**config.mk**
```make
export PLATFORM = sky130hd
export DESIGN_NAME = intc_ctrl_end_flat
export DESIGN_NICKNAME = d
export VERILOG_FILES = /design/src/intc_pkg.sv /design/src/intc_link_if.sv /design/src/intc_ctrl_end.sv /design/src/flat_wrapper.sv
export SDC_FILE = /design/constraint.sdc
export NUM_CORES = 2
export LEC_CHECK = 0
export BUFFER_PORTS_ARGS = -buffer_cell sky130_fd_sc_hd__buf_4
export CORE_UTILIZATION = 62
export CTS_BUF_LIST = sky130_fd_sc_hd__clkbuf_2
export CTS_CLUSTER_DIAMETER = 150
export CTS_CLUSTER_SIZE = 24
export DETAILED_ROUTE_END_ITERATION = 7
export PLACE_DENSITY = 0.83
export SKIP_CTS_REPAIR_TIMING = 1
export SKIP_LAST_GASP = 1
export SLEW_MARGIN = 20
export SYNTH_ARGS = -nofsm -noshare
export SYNTH_HDL_FRONTEND = slang
export SYNTH_SLANG_ARGS = --single-unit
```
**constraint.sdc**
```tcl
create_clock -name aclk -period 18.8 [get_ports aclk]
set_input_delay 1.88 -clock aclk [delete_from_list [all_inputs] [get_ports aclk]]
set_output_delay 1.88 -clock aclk [all_outputs]
set_load 0.03 [all_outputs]
```
**src/intc_pkg.sv**
```systemverilog
`default_nettype none
package intc_pkg;
   // ----------------------------------------
   // widths
   // ----------------------------------------
   localparam int PRIO_W = 3;   // per-source priority field
   localparam int LEVEL_W = 4;  // cpu priority level 0..15
   localparam int VEC_W = 8;    // full vector number
   localparam int IDX_W = 7;    // vector number minus base
   localparam int PC_W = 24;    // saved program counter
   localparam int SRL_W = 8;    // saved status low byte
   localparam int BLK_W = 14;   // timed block length in cycles
   localparam int ADDR_W = 8;   // axi-lite byte address
   localparam int STACK_W = PC_W + SRL_W + LEVEL_W;
   localparam int NUM_USER = 7; // pwm4, comparator b, adc pairs 0,1,2,3,6
   localparam int NUM_TRAP = 4;
   localparam int EV_W = 3;     // interrupt event bits of the controller
   // ----------------------------------------
   // reset values and encodings
   // ----------------------------------------
   localparam logic [PRIO_W-1:0] PRIO_RESET = 3'h4;
   localparam logic [PRIO_W-1:0] PRIO_OFF = 3'h0;
   localparam logic [PRIO_W-1:0] PRIO_TOP = 3'h7;
   localparam logic [VEC_W-1:0] VEC_BASE = 8'h08;
   localparam logic [1:0] RESP_OKAY = 2'h0;
   localparam logic [1:0] RESP_SLVERR = 2'h2;
   // ----------------------------------------
   // register offsets (byte addresses)
   // ----------------------------------------
   localparam logic [ADDR_W-1:0] OFS_PWM4 = 8'h00;
   localparam logic [ADDR_W-1:0] OFS_CMP2 = 8'h04;
   localparam logic [ADDR_W-1:0] OFS_ADC01 = 8'h08;
   localparam logic [ADDR_W-1:0] OFS_ADC23 = 8'h0c;
   localparam logic [ADDR_W-1:0] OFS_ADC6 = 8'h10;
   localparam logic [ADDR_W-1:0] OFS_STATUS = 8'h14;
   localparam logic [ADDR_W-1:0] OFS_ICON1 = 8'h18;
   localparam logic [ADDR_W-1:0] OFS_PEND = 8'h1c;
   localparam logic [ADDR_W-1:0] OFS_ENABLE = 8'h20;
   localparam logic [ADDR_W-1:0] OFS_EV_STS = 8'h24;
   localparam logic [ADDR_W-1:0] OFS_EV_CLR = 8'h28;
   localparam logic [ADDR_W-1:0] OFS_EV_EN = 8'h2c;
   // ----------------------------------------
   // field positions
   // ----------------------------------------
   localparam int PWM4_LSB = 4;
   localparam int CMP2_LSB = 12;
   localparam int ADC1_LSB = 12;
   localparam int ADC0_LSB = 8;
   localparam int ADC3_LSB = 4;
   localparam int ADC2_LSB = 0;
   localparam int ADC6_LSB = 0;
   localparam int LEVEL_LSB = 8;
   localparam int NEST_BIT = 15;
   localparam int EV_TAKEN = 0;
   localparam int EV_TRAP = 1;
   localparam int EV_RETURN = 2;
   // user source index: 0 pwm4, 1 cmp b, 2 adc0, 3 adc1, 4 adc2, 5 adc3, 6 adc6
   localparam logic [NUM_USER-1:0][VEC_W-1:0] USER_VEC =
      {8'h4c, 8'h4b, 8'h4a, 8'h49, 8'h48, 8'h47, 8'h46};
   localparam logic [NUM_TRAP-1:0][VEC_W-1:0] TRAP_VEC = {8'h0c, 8'h0b, 8'h0a, 8'h09};
   localparam logic [NUM_TRAP-1:0][LEVEL_W-1:0] TRAP_LVL = {4'hb, 4'hc, 4'hd, 4'he};
endpackage : intc_pkg
`default_nettype wire

```
**src/intc_link_if.sv**
```systemverilog
`timescale 1ns/10ps
`default_nettype none
interface intc_link_if;
   import intc_pkg::*;
   logic irq_valid;                // request offered to the core
   logic [VEC_W-1:0] irq_vec;      // its vector number
   logic [LEVEL_W-1:0] irq_lvl;    // its priority level
   logic irq_ack;                  // core takes the request
   logic [PC_W-1:0] ack_pc;        // pc to stack
   logic [SRL_W-1:0] ack_srl;      // status low byte to stack
   logic ret_req;                  // return from interrupt
   logic ret_valid;                // restored context valid
   logic [PC_W-1:0] ret_pc;
   logic [SRL_W-1:0] ret_srl;
   logic blk_start;                // timed interrupt block start
   logic [BLK_W-1:0] blk_len;
   logic [LEVEL_W-1:0] cpu_level;  // current cpu level
   modport ctrl (output irq_valid, irq_vec, irq_lvl, ret_valid, ret_pc, ret_srl, cpu_level,
                 input irq_ack, ack_pc, ack_srl, ret_req, blk_start, blk_len);
   modport core (input irq_valid, irq_vec, irq_lvl, ret_valid, ret_pc, ret_srl, cpu_level,
                 output irq_ack, ack_pc, ack_srl, ret_req, blk_start, blk_len);
endinterface : intc_link_if
`default_nettype wire

```
**src/intc_ctrl_end.sv**
```systemverilog
// Our own choices: the AXI4-Lite slave port and the register addresses.
`timescale 1ns/10ps
`default_nettype none
// Summary of operation
// RULE_01 - field 1..7 sets level, 000 disables
// RULE_02 - priority fields reset to level four
// RULE_03 - unimplemented bits read zero, writes ignored
// RULE_04 - pwm4 priority in bits 6-4
// RULE_05 - comparator b priority in bits 14-12
// RULE_06 - adc pair 1 14-12, pair 0 10-8
// RULE_07 - adc pair 3 6-4, pair 2 2-0
// RULE_08 - adc pair 6 priority in bits 2-0
// RULE_09 - status bits 11-8 show cpu level
// RULE_10 - status bits 6-0 show vector minus eight
// RULE_11 - nesting disable stops preemption of service
// RULE_12 - software: priority, clear flag, then enable
// RULE_13 - software may give all one priority
// RULE_14 - flag still set at return refires
// RULE_15 - return restores pc, status byte, level
// RULE_16 - trap flag sticks, trap re-entered meanwhile
// RULE_17 - traps unmaskable, level masks only users
// RULE_18 - timed block masks levels 1-6 only
// RULE_19 - above level, highest wins, lower vector ties
module intc_ctrl_end #(
   parameter int DEPTH = 16 // context stack entries
) (
   input wire logic aclk,
   input wire logic aresetn,
   input wire logic ce,
   intc_link_if.ctrl link,
   input wire logic [intc_pkg::NUM_USER-1:0] src_event,
   input wire logic [intc_pkg::NUM_TRAP-1:0] trap_event,
   input wire logic [intc_pkg::ADDR_W-1:0] awaddr,
   input wire logic awvalid,
   output logic awready,
   input wire logic [31:0] wdata,
   input wire logic [3:0] wstrb,
   input wire logic wvalid,
   output logic wready,
   output logic [1:0] bresp,
   output logic bvalid,
   input wire logic bready,
   input wire logic [intc_pkg::ADDR_W-1:0] araddr,
   input wire logic arvalid,
   output logic arready,
   output logic [31:0] rdata,
   output logic [1:0] rresp,
   output logic rvalid,
   input wire logic rready,
   output logic irq
);
   import intc_pkg::*;
   localparam int SP_W = $clog2(DEPTH + 1);
   localparam logic [SP_W-1:0] SP_FULL = SP_W'(DEPTH);
   // ----------------------------------------
   // state
   // ----------------------------------------
   typedef struct packed {
      logic [NUM_USER-1:0][PRIO_W-1:0] prio; // per-source priority
      logic nest_dis;                        // nesting disable
      logic [NUM_TRAP-1:0] trap_flag;        // sticky trap status
      logic [NUM_USER-1:0] pend;             // pending flags
      logic [NUM_USER-1:0] en;               // source enables
      logic [LEVEL_W-1:0] level;             // current cpu level
      logic [IDX_W-1:0] pend_idx;            // best pending vector minus base
      logic [BLK_W-1:0] blk_cnt;             // timed block countdown
      logic [DEPTH-1:0][STACK_W-1:0] stack;  // saved contexts
      logic [SP_W-1:0] sp;
      logic irq_valid;
      logic [VEC_W-1:0] irq_vec;
      logic [LEVEL_W-1:0] irq_lvl;
      logic ret_valid;
      logic [PC_W-1:0] ret_pc;
      logic [SRL_W-1:0] ret_srl;
      logic [EV_W-1:0] ev_sts;               // sticky event status
      logic [EV_W-1:0] ev_en;                // event enables
      logic irq;
      logic aw_full;
      logic [ADDR_W-1:0] aw_addr;
      logic w_full;
      logic [31:0] w_data;
      logic [3:0] w_strb;
      logic awready, wready, bvalid;
      logic [1:0] bresp;
      logic arready, rvalid;
      logic [31:0] rdata;
      logic [1:0] rresp;
   } ctrl_state_t;
   ctrl_state_t q; // registered state
   ctrl_state_t d; // next state
   // field write honouring the byte lane that holds it
   function automatic logic [PRIO_W-1:0] fld_wr(input logic [PRIO_W-1:0] old, input logic [31:0] data,
                                                input logic [3:0] strb, input int lsb);
      logic [31:0] sh;
      sh = data >> lsb;
      fld_wr = strb[lsb / 8] ? sh[PRIO_W-1:0] : old;
   endfunction : fld_wr
   // ----------------------------------------
   // next state
   // ----------------------------------------
   always_comb begin
      logic [NUM_USER-1:0] clr_pend;
      logic [NUM_TRAP-1:0] clr_trap;
      logic [EV_W-1:0] clr_ev;
      logic [EV_W-1:0] ev_set;
      logic found;
      logic [LEVEL_W-1:0] best_lvl;
      logic [VEC_W-1:0] best_vec;
      logic user_ok;
      clr_pend = '0;
      clr_trap = '0;
      clr_ev = '0;
      ev_set = '0;
      found = 1'b0;
      best_lvl = q.level;
      best_vec = '0;
      user_ok = 1'b0;
      d = q;
      d.ret_valid = 1'b0;
      // register write: address and data may arrive in either order
      if (awvalid && q.awready) begin
         d.aw_full = 1'b1;
         d.aw_addr = awaddr;
      end
      if (wvalid && q.wready) begin
         d.w_full = 1'b1;
         d.w_data = wdata;
         d.w_strb = wstrb;
      end
      if (q.bvalid && bready) d.bvalid = 1'b0;
      if (q.aw_full && q.w_full && !q.bvalid) begin
         d.aw_full = 1'b0;
         d.w_full = 1'b0;
         d.bvalid = 1'b1;
         d.bresp = RESP_OKAY;
         // only implemented fields are stored; all else is dropped
         case (q.aw_addr) // RULE_03
            OFS_PWM4: d.prio[0] = fld_wr(q.prio[0], q.w_data, q.w_strb, PWM4_LSB); // RULE_04
            OFS_CMP2: d.prio[1] = fld_wr(q.prio[1], q.w_data, q.w_strb, CMP2_LSB); // RULE_05
            OFS_ADC01: begin
               d.prio[2] = fld_wr(q.prio[2], q.w_data, q.w_strb, ADC0_LSB); // RULE_06
               d.prio[3] = fld_wr(q.prio[3], q.w_data, q.w_strb, ADC1_LSB); // RULE_06
            end
            OFS_ADC23: begin
               d.prio[4] = fld_wr(q.prio[4], q.w_data, q.w_strb, ADC2_LSB); // RULE_07
               d.prio[5] = fld_wr(q.prio[5], q.w_data, q.w_strb, ADC3_LSB); // RULE_07
            end
            OFS_ADC6: d.prio[6] = fld_wr(q.prio[6], q.w_data, q.w_strb, ADC6_LSB); // RULE_08
            OFS_STATUS: d.bresp = RESP_OKAY; // read-only, write ignored
            OFS_ICON1: begin
               if (q.w_strb[1]) d.nest_dis = q.w_data[NEST_BIT]; // RULE_11
               if (q.w_strb[0]) clr_trap = q.w_data[NUM_TRAP-1:0]; // RULE_16
            end
            OFS_PEND: if (q.w_strb[0]) clr_pend = q.w_data[NUM_USER-1:0];
            OFS_ENABLE: if (q.w_strb[0]) d.en = q.w_data[NUM_USER-1:0];
            OFS_EV_CLR: if (q.w_strb[0]) clr_ev = q.w_data[EV_W-1:0];
            OFS_EV_EN: if (q.w_strb[0]) d.ev_en = q.w_data[EV_W-1:0];
            default: d.bresp = RESP_SLVERR; // unmapped
         endcase
      end
      // register read: one outstanding at a time
      if (q.rvalid && rready) d.rvalid = 1'b0;
      if (arvalid && q.arready) begin
         d.rvalid = 1'b1;
         d.rresp = RESP_OKAY;
         d.rdata = '0; // RULE_03
         case (araddr)
            OFS_PWM4: d.rdata[PWM4_LSB +: PRIO_W] = q.prio[0];
            OFS_CMP2: d.rdata[CMP2_LSB +: PRIO_W] = q.prio[1];
            OFS_ADC01: begin
               d.rdata[ADC0_LSB +: PRIO_W] = q.prio[2];
               d.rdata[ADC1_LSB +: PRIO_W] = q.prio[3];
            end
            OFS_ADC23: begin
               d.rdata[ADC2_LSB +: PRIO_W] = q.prio[4];
               d.rdata[ADC3_LSB +: PRIO_W] = q.prio[5];
            end
            OFS_ADC6: d.rdata[ADC6_LSB +: PRIO_W] = q.prio[6];
            OFS_STATUS: begin
               d.rdata[LEVEL_LSB +: LEVEL_W] = q.level; // RULE_09
               d.rdata[IDX_W-1:0] = q.pend_idx; // RULE_10
            end
            OFS_ICON1: begin
               d.rdata[NEST_BIT] = q.nest_dis;
               d.rdata[NUM_TRAP-1:0] = q.trap_flag;
            end
            OFS_PEND: d.rdata[NUM_USER-1:0] = q.pend;
            OFS_ENABLE: d.rdata[NUM_USER-1:0] = q.en;
            OFS_EV_STS: d.rdata[EV_W-1:0] = q.ev_sts;
            OFS_EV_CLR: d.rdata = '0; // write-only
            OFS_EV_EN: d.rdata[EV_W-1:0] = q.ev_en;
            default: d.rresp = RESP_SLVERR;
         endcase
      end
      // flags: a new event in the clear cycle survives the clear
      d.pend = (q.pend & ~clr_pend) | src_event; // RULE_14
      d.trap_flag = (q.trap_flag & ~clr_trap) | trap_event; // RULE_16
      ev_set[EV_TRAP] = |trap_event;
      // timed block countdown
      if (link.blk_start) d.blk_cnt = link.blk_len;
      else if (q.blk_cnt != '0) d.blk_cnt = q.blk_cnt - 1'b1;
      // arbitration over traps then users, ascending vector, strict compare
      for (int i = 0; i < NUM_TRAP; i++) begin
         if (q.trap_flag[i] && TRAP_LVL[i] > best_lvl) begin // RULE_17
            found = 1'b1;
            best_lvl = TRAP_LVL[i];
            best_vec = TRAP_VEC[i];
         end
      end
      for (int i = 0; i < NUM_USER; i++) begin
         user_ok = q.pend[i] && q.en[i] && (q.prio[i] != PRIO_OFF); // RULE_01
         if (q.nest_dis && q.sp != '0) user_ok = 1'b0; // RULE_11
         if (q.blk_cnt != '0 && q.prio[i] != PRIO_TOP) user_ok = 1'b0; // RULE_18
         if (user_ok && {1'b0, q.prio[i]} > best_lvl) begin // RULE_19
            found = 1'b1;
            best_lvl = {1'b0, q.prio[i]};
            best_vec = USER_VEC[i];
         end
      end
      d.pend_idx = found ? IDX_W'(best_vec - VEC_BASE) : '0; // RULE_10
      // core handshake: a return wins over an ack in the same cycle
      if (link.ret_req) begin
         ev_set[EV_RETURN] = 1'b1;
         d.ret_valid = 1'b1;
         {d.ret_pc, d.ret_srl, d.level} = '0; // empty stack gives level zero
         if (q.sp != '0) begin
            {d.ret_pc, d.ret_srl, d.level} = q.stack[q.sp - 1'b1]; // RULE_15
            d.sp = q.sp - 1'b1;
         end
      end else if (q.irq_valid && link.irq_ack) begin
         ev_set[EV_TAKEN] = 1'b1;
         d.irq_valid = 1'b0;
         d.level = q.irq_lvl;
         if (q.sp != SP_FULL) begin
            d.stack[q.sp] = {link.ack_pc, link.ack_srl, q.level};
            d.sp = q.sp + 1'b1;
         end
      end else if (!q.irq_valid && found) begin
         // offer is frozen until taken
         d.irq_valid = 1'b1;
         d.irq_vec = best_vec;
         d.irq_lvl = best_lvl;
      end
      // controller events and interrupt output
      d.ev_sts = (q.ev_sts & ~clr_ev) | ev_set;
      d.irq = |(d.ev_sts & d.ev_en);
      d.awready = !d.aw_full && !d.bvalid;
      d.wready = !d.w_full && !d.bvalid;
      d.arready = !d.rvalid;
   end
   // ----------------------------------------
   // registers
   // ----------------------------------------
   always_ff @(posedge aclk) begin
      if (!aresetn) begin
         q <= '0;
         q.prio <= {NUM_USER{PRIO_RESET}}; // RULE_02
      end else if (ce) begin
         q <= d;
      end
   end
   assign link.irq_valid = q.irq_valid;
   assign link.irq_vec = q.irq_vec;
   assign link.irq_lvl = q.irq_lvl;
   assign link.ret_valid = q.ret_valid;
   assign link.ret_pc = q.ret_pc;
   assign link.ret_srl = q.ret_srl;
   assign link.cpu_level = q.level;
   assign awready = q.awready;
   assign wready = q.wready;
   assign bresp = q.bresp;
   assign bvalid = q.bvalid;
   assign arready = q.arready;
   assign rdata = q.rdata;
   assign rresp = q.rresp;
   assign rvalid = q.rvalid;
   assign irq = q.irq;
endmodule : intc_ctrl_end
`default_nettype wire

```
**src/flat_wrapper.sv**
```systemverilog
// flat-port wrapper written by rule: the top's interface ports become plain ports
module intc_ctrl_end_flat import intc_pkg::*;
#(
   parameter int DEPTH = 16                         
)
  (aclk, aresetn, ce, src_event, trap_event, awaddr, awvalid, awready, wdata, wstrb, wvalid, wready, bresp, bvalid, bready, araddr, arvalid, arready, rdata, rresp, rvalid, rready, irq, link_irq_valid, link_irq_vec, link_irq_lvl, link_ret_valid, link_ret_pc, link_ret_srl, link_cpu_level, link_irq_ack, link_ack_pc, link_ack_srl, link_ret_req, link_blk_start, link_blk_len);
  intc_link_if link_i ();
  input wire logic aclk;
  input wire logic aresetn;
  input wire logic ce;
  input wire logic [intc_pkg::NUM_USER-1:0] src_event;
  input wire logic [intc_pkg::NUM_TRAP-1:0] trap_event;
  input wire logic [intc_pkg::ADDR_W-1:0] awaddr;
  input wire logic awvalid;
  output logic awready;
  input wire logic [31:0] wdata;
  input wire logic [3:0] wstrb;
  input wire logic wvalid;
  output logic wready;
  output logic [1:0] bresp;
  output logic bvalid;
  input wire logic bready;
  input wire logic [intc_pkg::ADDR_W-1:0] araddr;
  input wire logic arvalid;
  output logic arready;
  output logic [31:0] rdata;
  output logic [1:0] rresp;
  output logic rvalid;
  input wire logic rready;
  output logic irq;
  output wire logic [$bits(link_i.irq_valid)-1:0] link_irq_valid;
  output wire logic [$bits(link_i.irq_vec)-1:0] link_irq_vec;
  output wire logic [$bits(link_i.irq_lvl)-1:0] link_irq_lvl;
  output wire logic [$bits(link_i.ret_valid)-1:0] link_ret_valid;
  output wire logic [$bits(link_i.ret_pc)-1:0] link_ret_pc;
  output wire logic [$bits(link_i.ret_srl)-1:0] link_ret_srl;
  output wire logic [$bits(link_i.cpu_level)-1:0] link_cpu_level;
  input wire logic [$bits(link_i.irq_ack)-1:0] link_irq_ack;
  input wire logic [$bits(link_i.ack_pc)-1:0] link_ack_pc;
  input wire logic [$bits(link_i.ack_srl)-1:0] link_ack_srl;
  input wire logic [$bits(link_i.ret_req)-1:0] link_ret_req;
  input wire logic [$bits(link_i.blk_start)-1:0] link_blk_start;
  input wire logic [$bits(link_i.blk_len)-1:0] link_blk_len;
  assign link_irq_valid = link_i.irq_valid;
  assign link_irq_vec = link_i.irq_vec;
  assign link_irq_lvl = link_i.irq_lvl;
  assign link_ret_valid = link_i.ret_valid;
  assign link_ret_pc = link_i.ret_pc;
  assign link_ret_srl = link_i.ret_srl;
  assign link_cpu_level = link_i.cpu_level;
  assign link_i.irq_ack = link_irq_ack;
  assign link_i.ack_pc = link_ack_pc;
  assign link_i.ack_srl = link_ack_srl;
  assign link_i.ret_req = link_ret_req;
  assign link_i.blk_start = link_blk_start;
  assign link_i.blk_len = link_blk_len;
  intc_ctrl_end #(.DEPTH(DEPTH)) u_core (.aclk(aclk), .aresetn(aresetn), .ce(ce), .link(link_i), .src_event(src_event), .trap_event(trap_event), .awaddr(awaddr), .awvalid(awvalid), .awready(awready), .wdata(wdata), .wstrb(wstrb), .wvalid(wvalid), .wready(wready), .bresp(bresp), .bvalid(bvalid), .bready(bready), .araddr(araddr), .arvalid(arvalid), .arready(arready), .rdata(rdata), .rresp(rresp), .rvalid(rvalid), .rready(rready), .irq(irq));
endmodule
```
==> flow_summary.yaml <==
sta:
  worst_pin_slew_ns: 1.22
  timing.final.max_slew_violations: 0
  slew_headroom: 0.188
  rsz0062_at_grt: "false"
  fin_setup_tns_ns: 0
  final-hold-violation-count: 0
  period_share: 0.640
  fin_ws_ns: 6.77
  period_minus_slack_ns: 12.03
  fin_skew_ns: 0.153
  max_freq_mhz: 83.1
  finalSetupViolCount: 0
pwr:
  p_clk_frac: 0.209
  seqPwrFrac: 0.639
  p_per_area_nw_per_um2: 73.5
  p_sw_frac: 0.293
  internal_power_uw: 1800
  switching_power_uw: 747
  power.total_uw: 2550
  share_comb_of_total_power: 0.153
  p_leak_uw: 0.0114
  ir_drop_mv: 0.0631
placed_design:
  gp_congestion: 0.933
  hpwlAfterDp_um: 53600
  portBuffers: 169
  post-place-ws_ns: 7.14
outcome:
  status: "finished with violations"
  failed_checks: "DRC"
clock_tree:
  clock_path_buffers: 3
  h-tree-depth: 2
  clk_pin_slew_ns: 0.44
  cts_made_buffers: 36
  cts_sinks: 742
  cts_tree: "yes"
  clk_latency_ns: 1.24
  cts-root-buf: "clkbuf_2"
drt:
  route.detailed.drc: 4
  dr.pass1.iters: 8
  wirelength_um: 95900
  vias: 29000
  drtIter0Drc: 3326
  ant_nets: 0
  wl_per_cell_um: 20.7
  viasPerCell: 6.26
final_layout:
  syn_to_final_growth_pct: 2.06
  final_util: 0.643
  drive_above_1_share: 0.108
  final_nets: 4084
min_path:
  hold_path_end: "u_core.q[203]"
  hold_depth: 2
  hold_class: "flip-flop to flip-flop"
  hold_start: "u_core.q[203]"
floorplanning:
  initial_utilization: 0.630
  die_area_um2: 55700
  num_rows: 85
  die_h_um: 236
  io_pins: 212
  core_um2: 53900
  die_width_um: 236
setup_path:
  reg2reg_slack_ns: 6.77
  r2r_end: "u_core.link.irq_vec[2]"
  slowest_delay_ns: 1.05
  arrival_ns: 13.08
  worstRegToRegCells: 50
  crit_type: "flip-flop to flip-flop"
  timing.rr.start: "u_core.link.cpu_level[1]"
  required_ns: 19.85
  worst_path_max_delay_cell: "dfxtp_1"
  critPathMostFrequentCell: "ha_1"
  path_max_fanout: 24
  crit_path_end_kind: "flip-flop"
  cp-start-kind: "flip-flop"
grt:
  grt_max_degree: 233
  antenna_found_initial: 2
  grt_overflow: 0
  grt_pass1_wl_um: 150000
  grt_pass1_vias: 26800
  grt_use_total: 0.337
synth:
  ys_warn_count: 0
  synth.top_cell.area_share: 0.437
  yosys.area.top_type: "dfxtp_1"
  yosysUniqueCellTypes: 72
  synthArstFlopShare: 0
  synth_cells: 4146
  syn_area_um2: 34000
  avgSynthCellArea_um2: 8.19
  synth_edf_count: 0
  synth_ff_type: "dfxtp_1"
  ys_seq_elements: 742
  yosys-top-cells-area: "dfxtp_1, nand2_1, mux4_2"
  ys_seq_area_frac: 0.437
flow_run:
  maxCapViolCount: 0
layout by cell type (no fill, tap or decap), types with 39 or more instances in the layout:
master	Yosys	routed
nand3_1	77	76
a21boi_0	231	231
mux4_2	144	144
dfxtp_1	742	741
nand3b_1	39	39
o21ai_0	46	46
nand2_1	1444	1428
a21oi_1	441	441
nor2_1	154	154
buf_4	84	182
sequential cells by signal, indices dropped and copies added, names as in the netlist:
register / count
u_core.q: 672
u_core.link.ret_pc: 24
u_core.rdata: 15
u_core.link.ret_srl: 8
u_core.link.irq_vec: 5
u_core.link.cpu_level: 4
u_core.link.irq_lvl: 4
u_core.arready: 1
u_core.awready: 1
u_core.bresp: 1
u_core.bvalid: 1
u_core.irq: 1
u_core.link.irq_valid: 1
u_core.link.ret_valid: 1
u_core.rresp: 1
u_core.rvalid: 1
u_core.wready: 1
worst max-delay path by stage:
stage	from	end	slack, ns	cells past startpoint
final	u_core.link.cpu_level[1]	u_core.link.irq_vec[2]	6.77	50
after detailed placement	u_core.link.cpu_level[3]	u_core.link.irq_lvl[2]	7.14	50
after floorplan	u_core.q[140]	u_core.link.irq_vec[6]	7.88	52
after global placement	u_core.link.cpu_level[3]	u_core.link.irq_lvl[2]	7.24	50
after global routing	u_core.link.cpu_level[3]	u_core.link.irq_vec[2]	5.79	50
after CTS	u_core.link.cpu_level[3]	u_core.link.irq_vec[2]	7.00	50
routing by layer:
metal,part of all wire,GRT usage
met1,0.40,0.452
met2,0.47,0.544
met3,0.096,0.0500
met4,0.036,0.141
met5,0.00015,0
area by class of cell:
type,count,area [µm²]
diodes,1,2.50
clock buffers,37,185
clock inverters,4,45.0
fillers,4560,19300
inverters,29,116
multi-input cells,2943,17200
flip-flops and latches,742,14900
well taps,696,871
repair buffers,184,1400
power by group through the flow:
stage	clock [µW]	combinational, µW	sequential (µW)
global placement	0	380	1650
global route	586	412	1630
CTS	536	383	1630
floorplan	0	284	1630
detailed placement	0	382	1650
finish	531	389	1630
kinds of logic (layout without fill, tap and decap cells):
group / count (synthesis) / count (layout) / share of synthesized area
AO/OA/AOI/OAI: 874 / 874 / 0.162
XOR/XNOR: 5 / 5 / 0.00129
adder cells (fa/ha/maj): 28 / 28 / 0.0103
buffers and inverters: 482 / 254 / 0.0631
flip-flops: 742 / 742 / 0.437
multiplexers: 185 / 185 / 0.108
other: 1 / 23 / 0.000110
AND/OR/NAND/NOR: 1829 / 1829 / 0.218
critical path: cells and delay by family, from the launching register on:
| family | cells | cell delay [ns] |
|---|---|---|
| adder cells (fa/ha/maj) | 7 | 2.07 |
| buffers and inverters | 1 | 0.07 |
| AND/OR/NAND/NOR | 15 | 2.42 |
| AO/OA/AOI/OAI | 27 | 6.21 |
| flip-flops | 1 | 1.05 |
synth_stat cells (all sizes together) (4+ instances only):
library cell / instances
o21a: 5
a21o: 4
clkbuf: 340
o21ai: 49
or2: 4
mux4: 144
o311ai: 5
nor3b: 5
nor3: 26
and3: 11
o2111ai: 4
nand3b: 39
inv: 29
nor2: 154
o211ai: 5
buf: 113
a221oi: 9
o211a: 5
ha: 28
mux2: 4
a21oi: 441
a21boi: 231
nand2: 1444
nor4: 8
a31oi: 15
dfxtp: 742
or3: 7
nor2b: 13
and2: 21
nand2b: 8
mux2i: 37
nand3: 77
a22oi: 25
a32oi: 37
a211oi: 17
stage by stage:
step | cell area [µm²] | instances | hold slack [ns]
after floorplan | 34000 | 4167 | 0.432
after global routing | 34700 | 4636 | 0.476
final | 34700 | 4636 | 0.465
after global placement | 34400 | 4594 | 0.438
after detailed placement | 34400 | 4594 | 0.443
after CTS | 34600 | 4635 | 0.466
No activity file was read; power rests on OpenSTA's default activity.
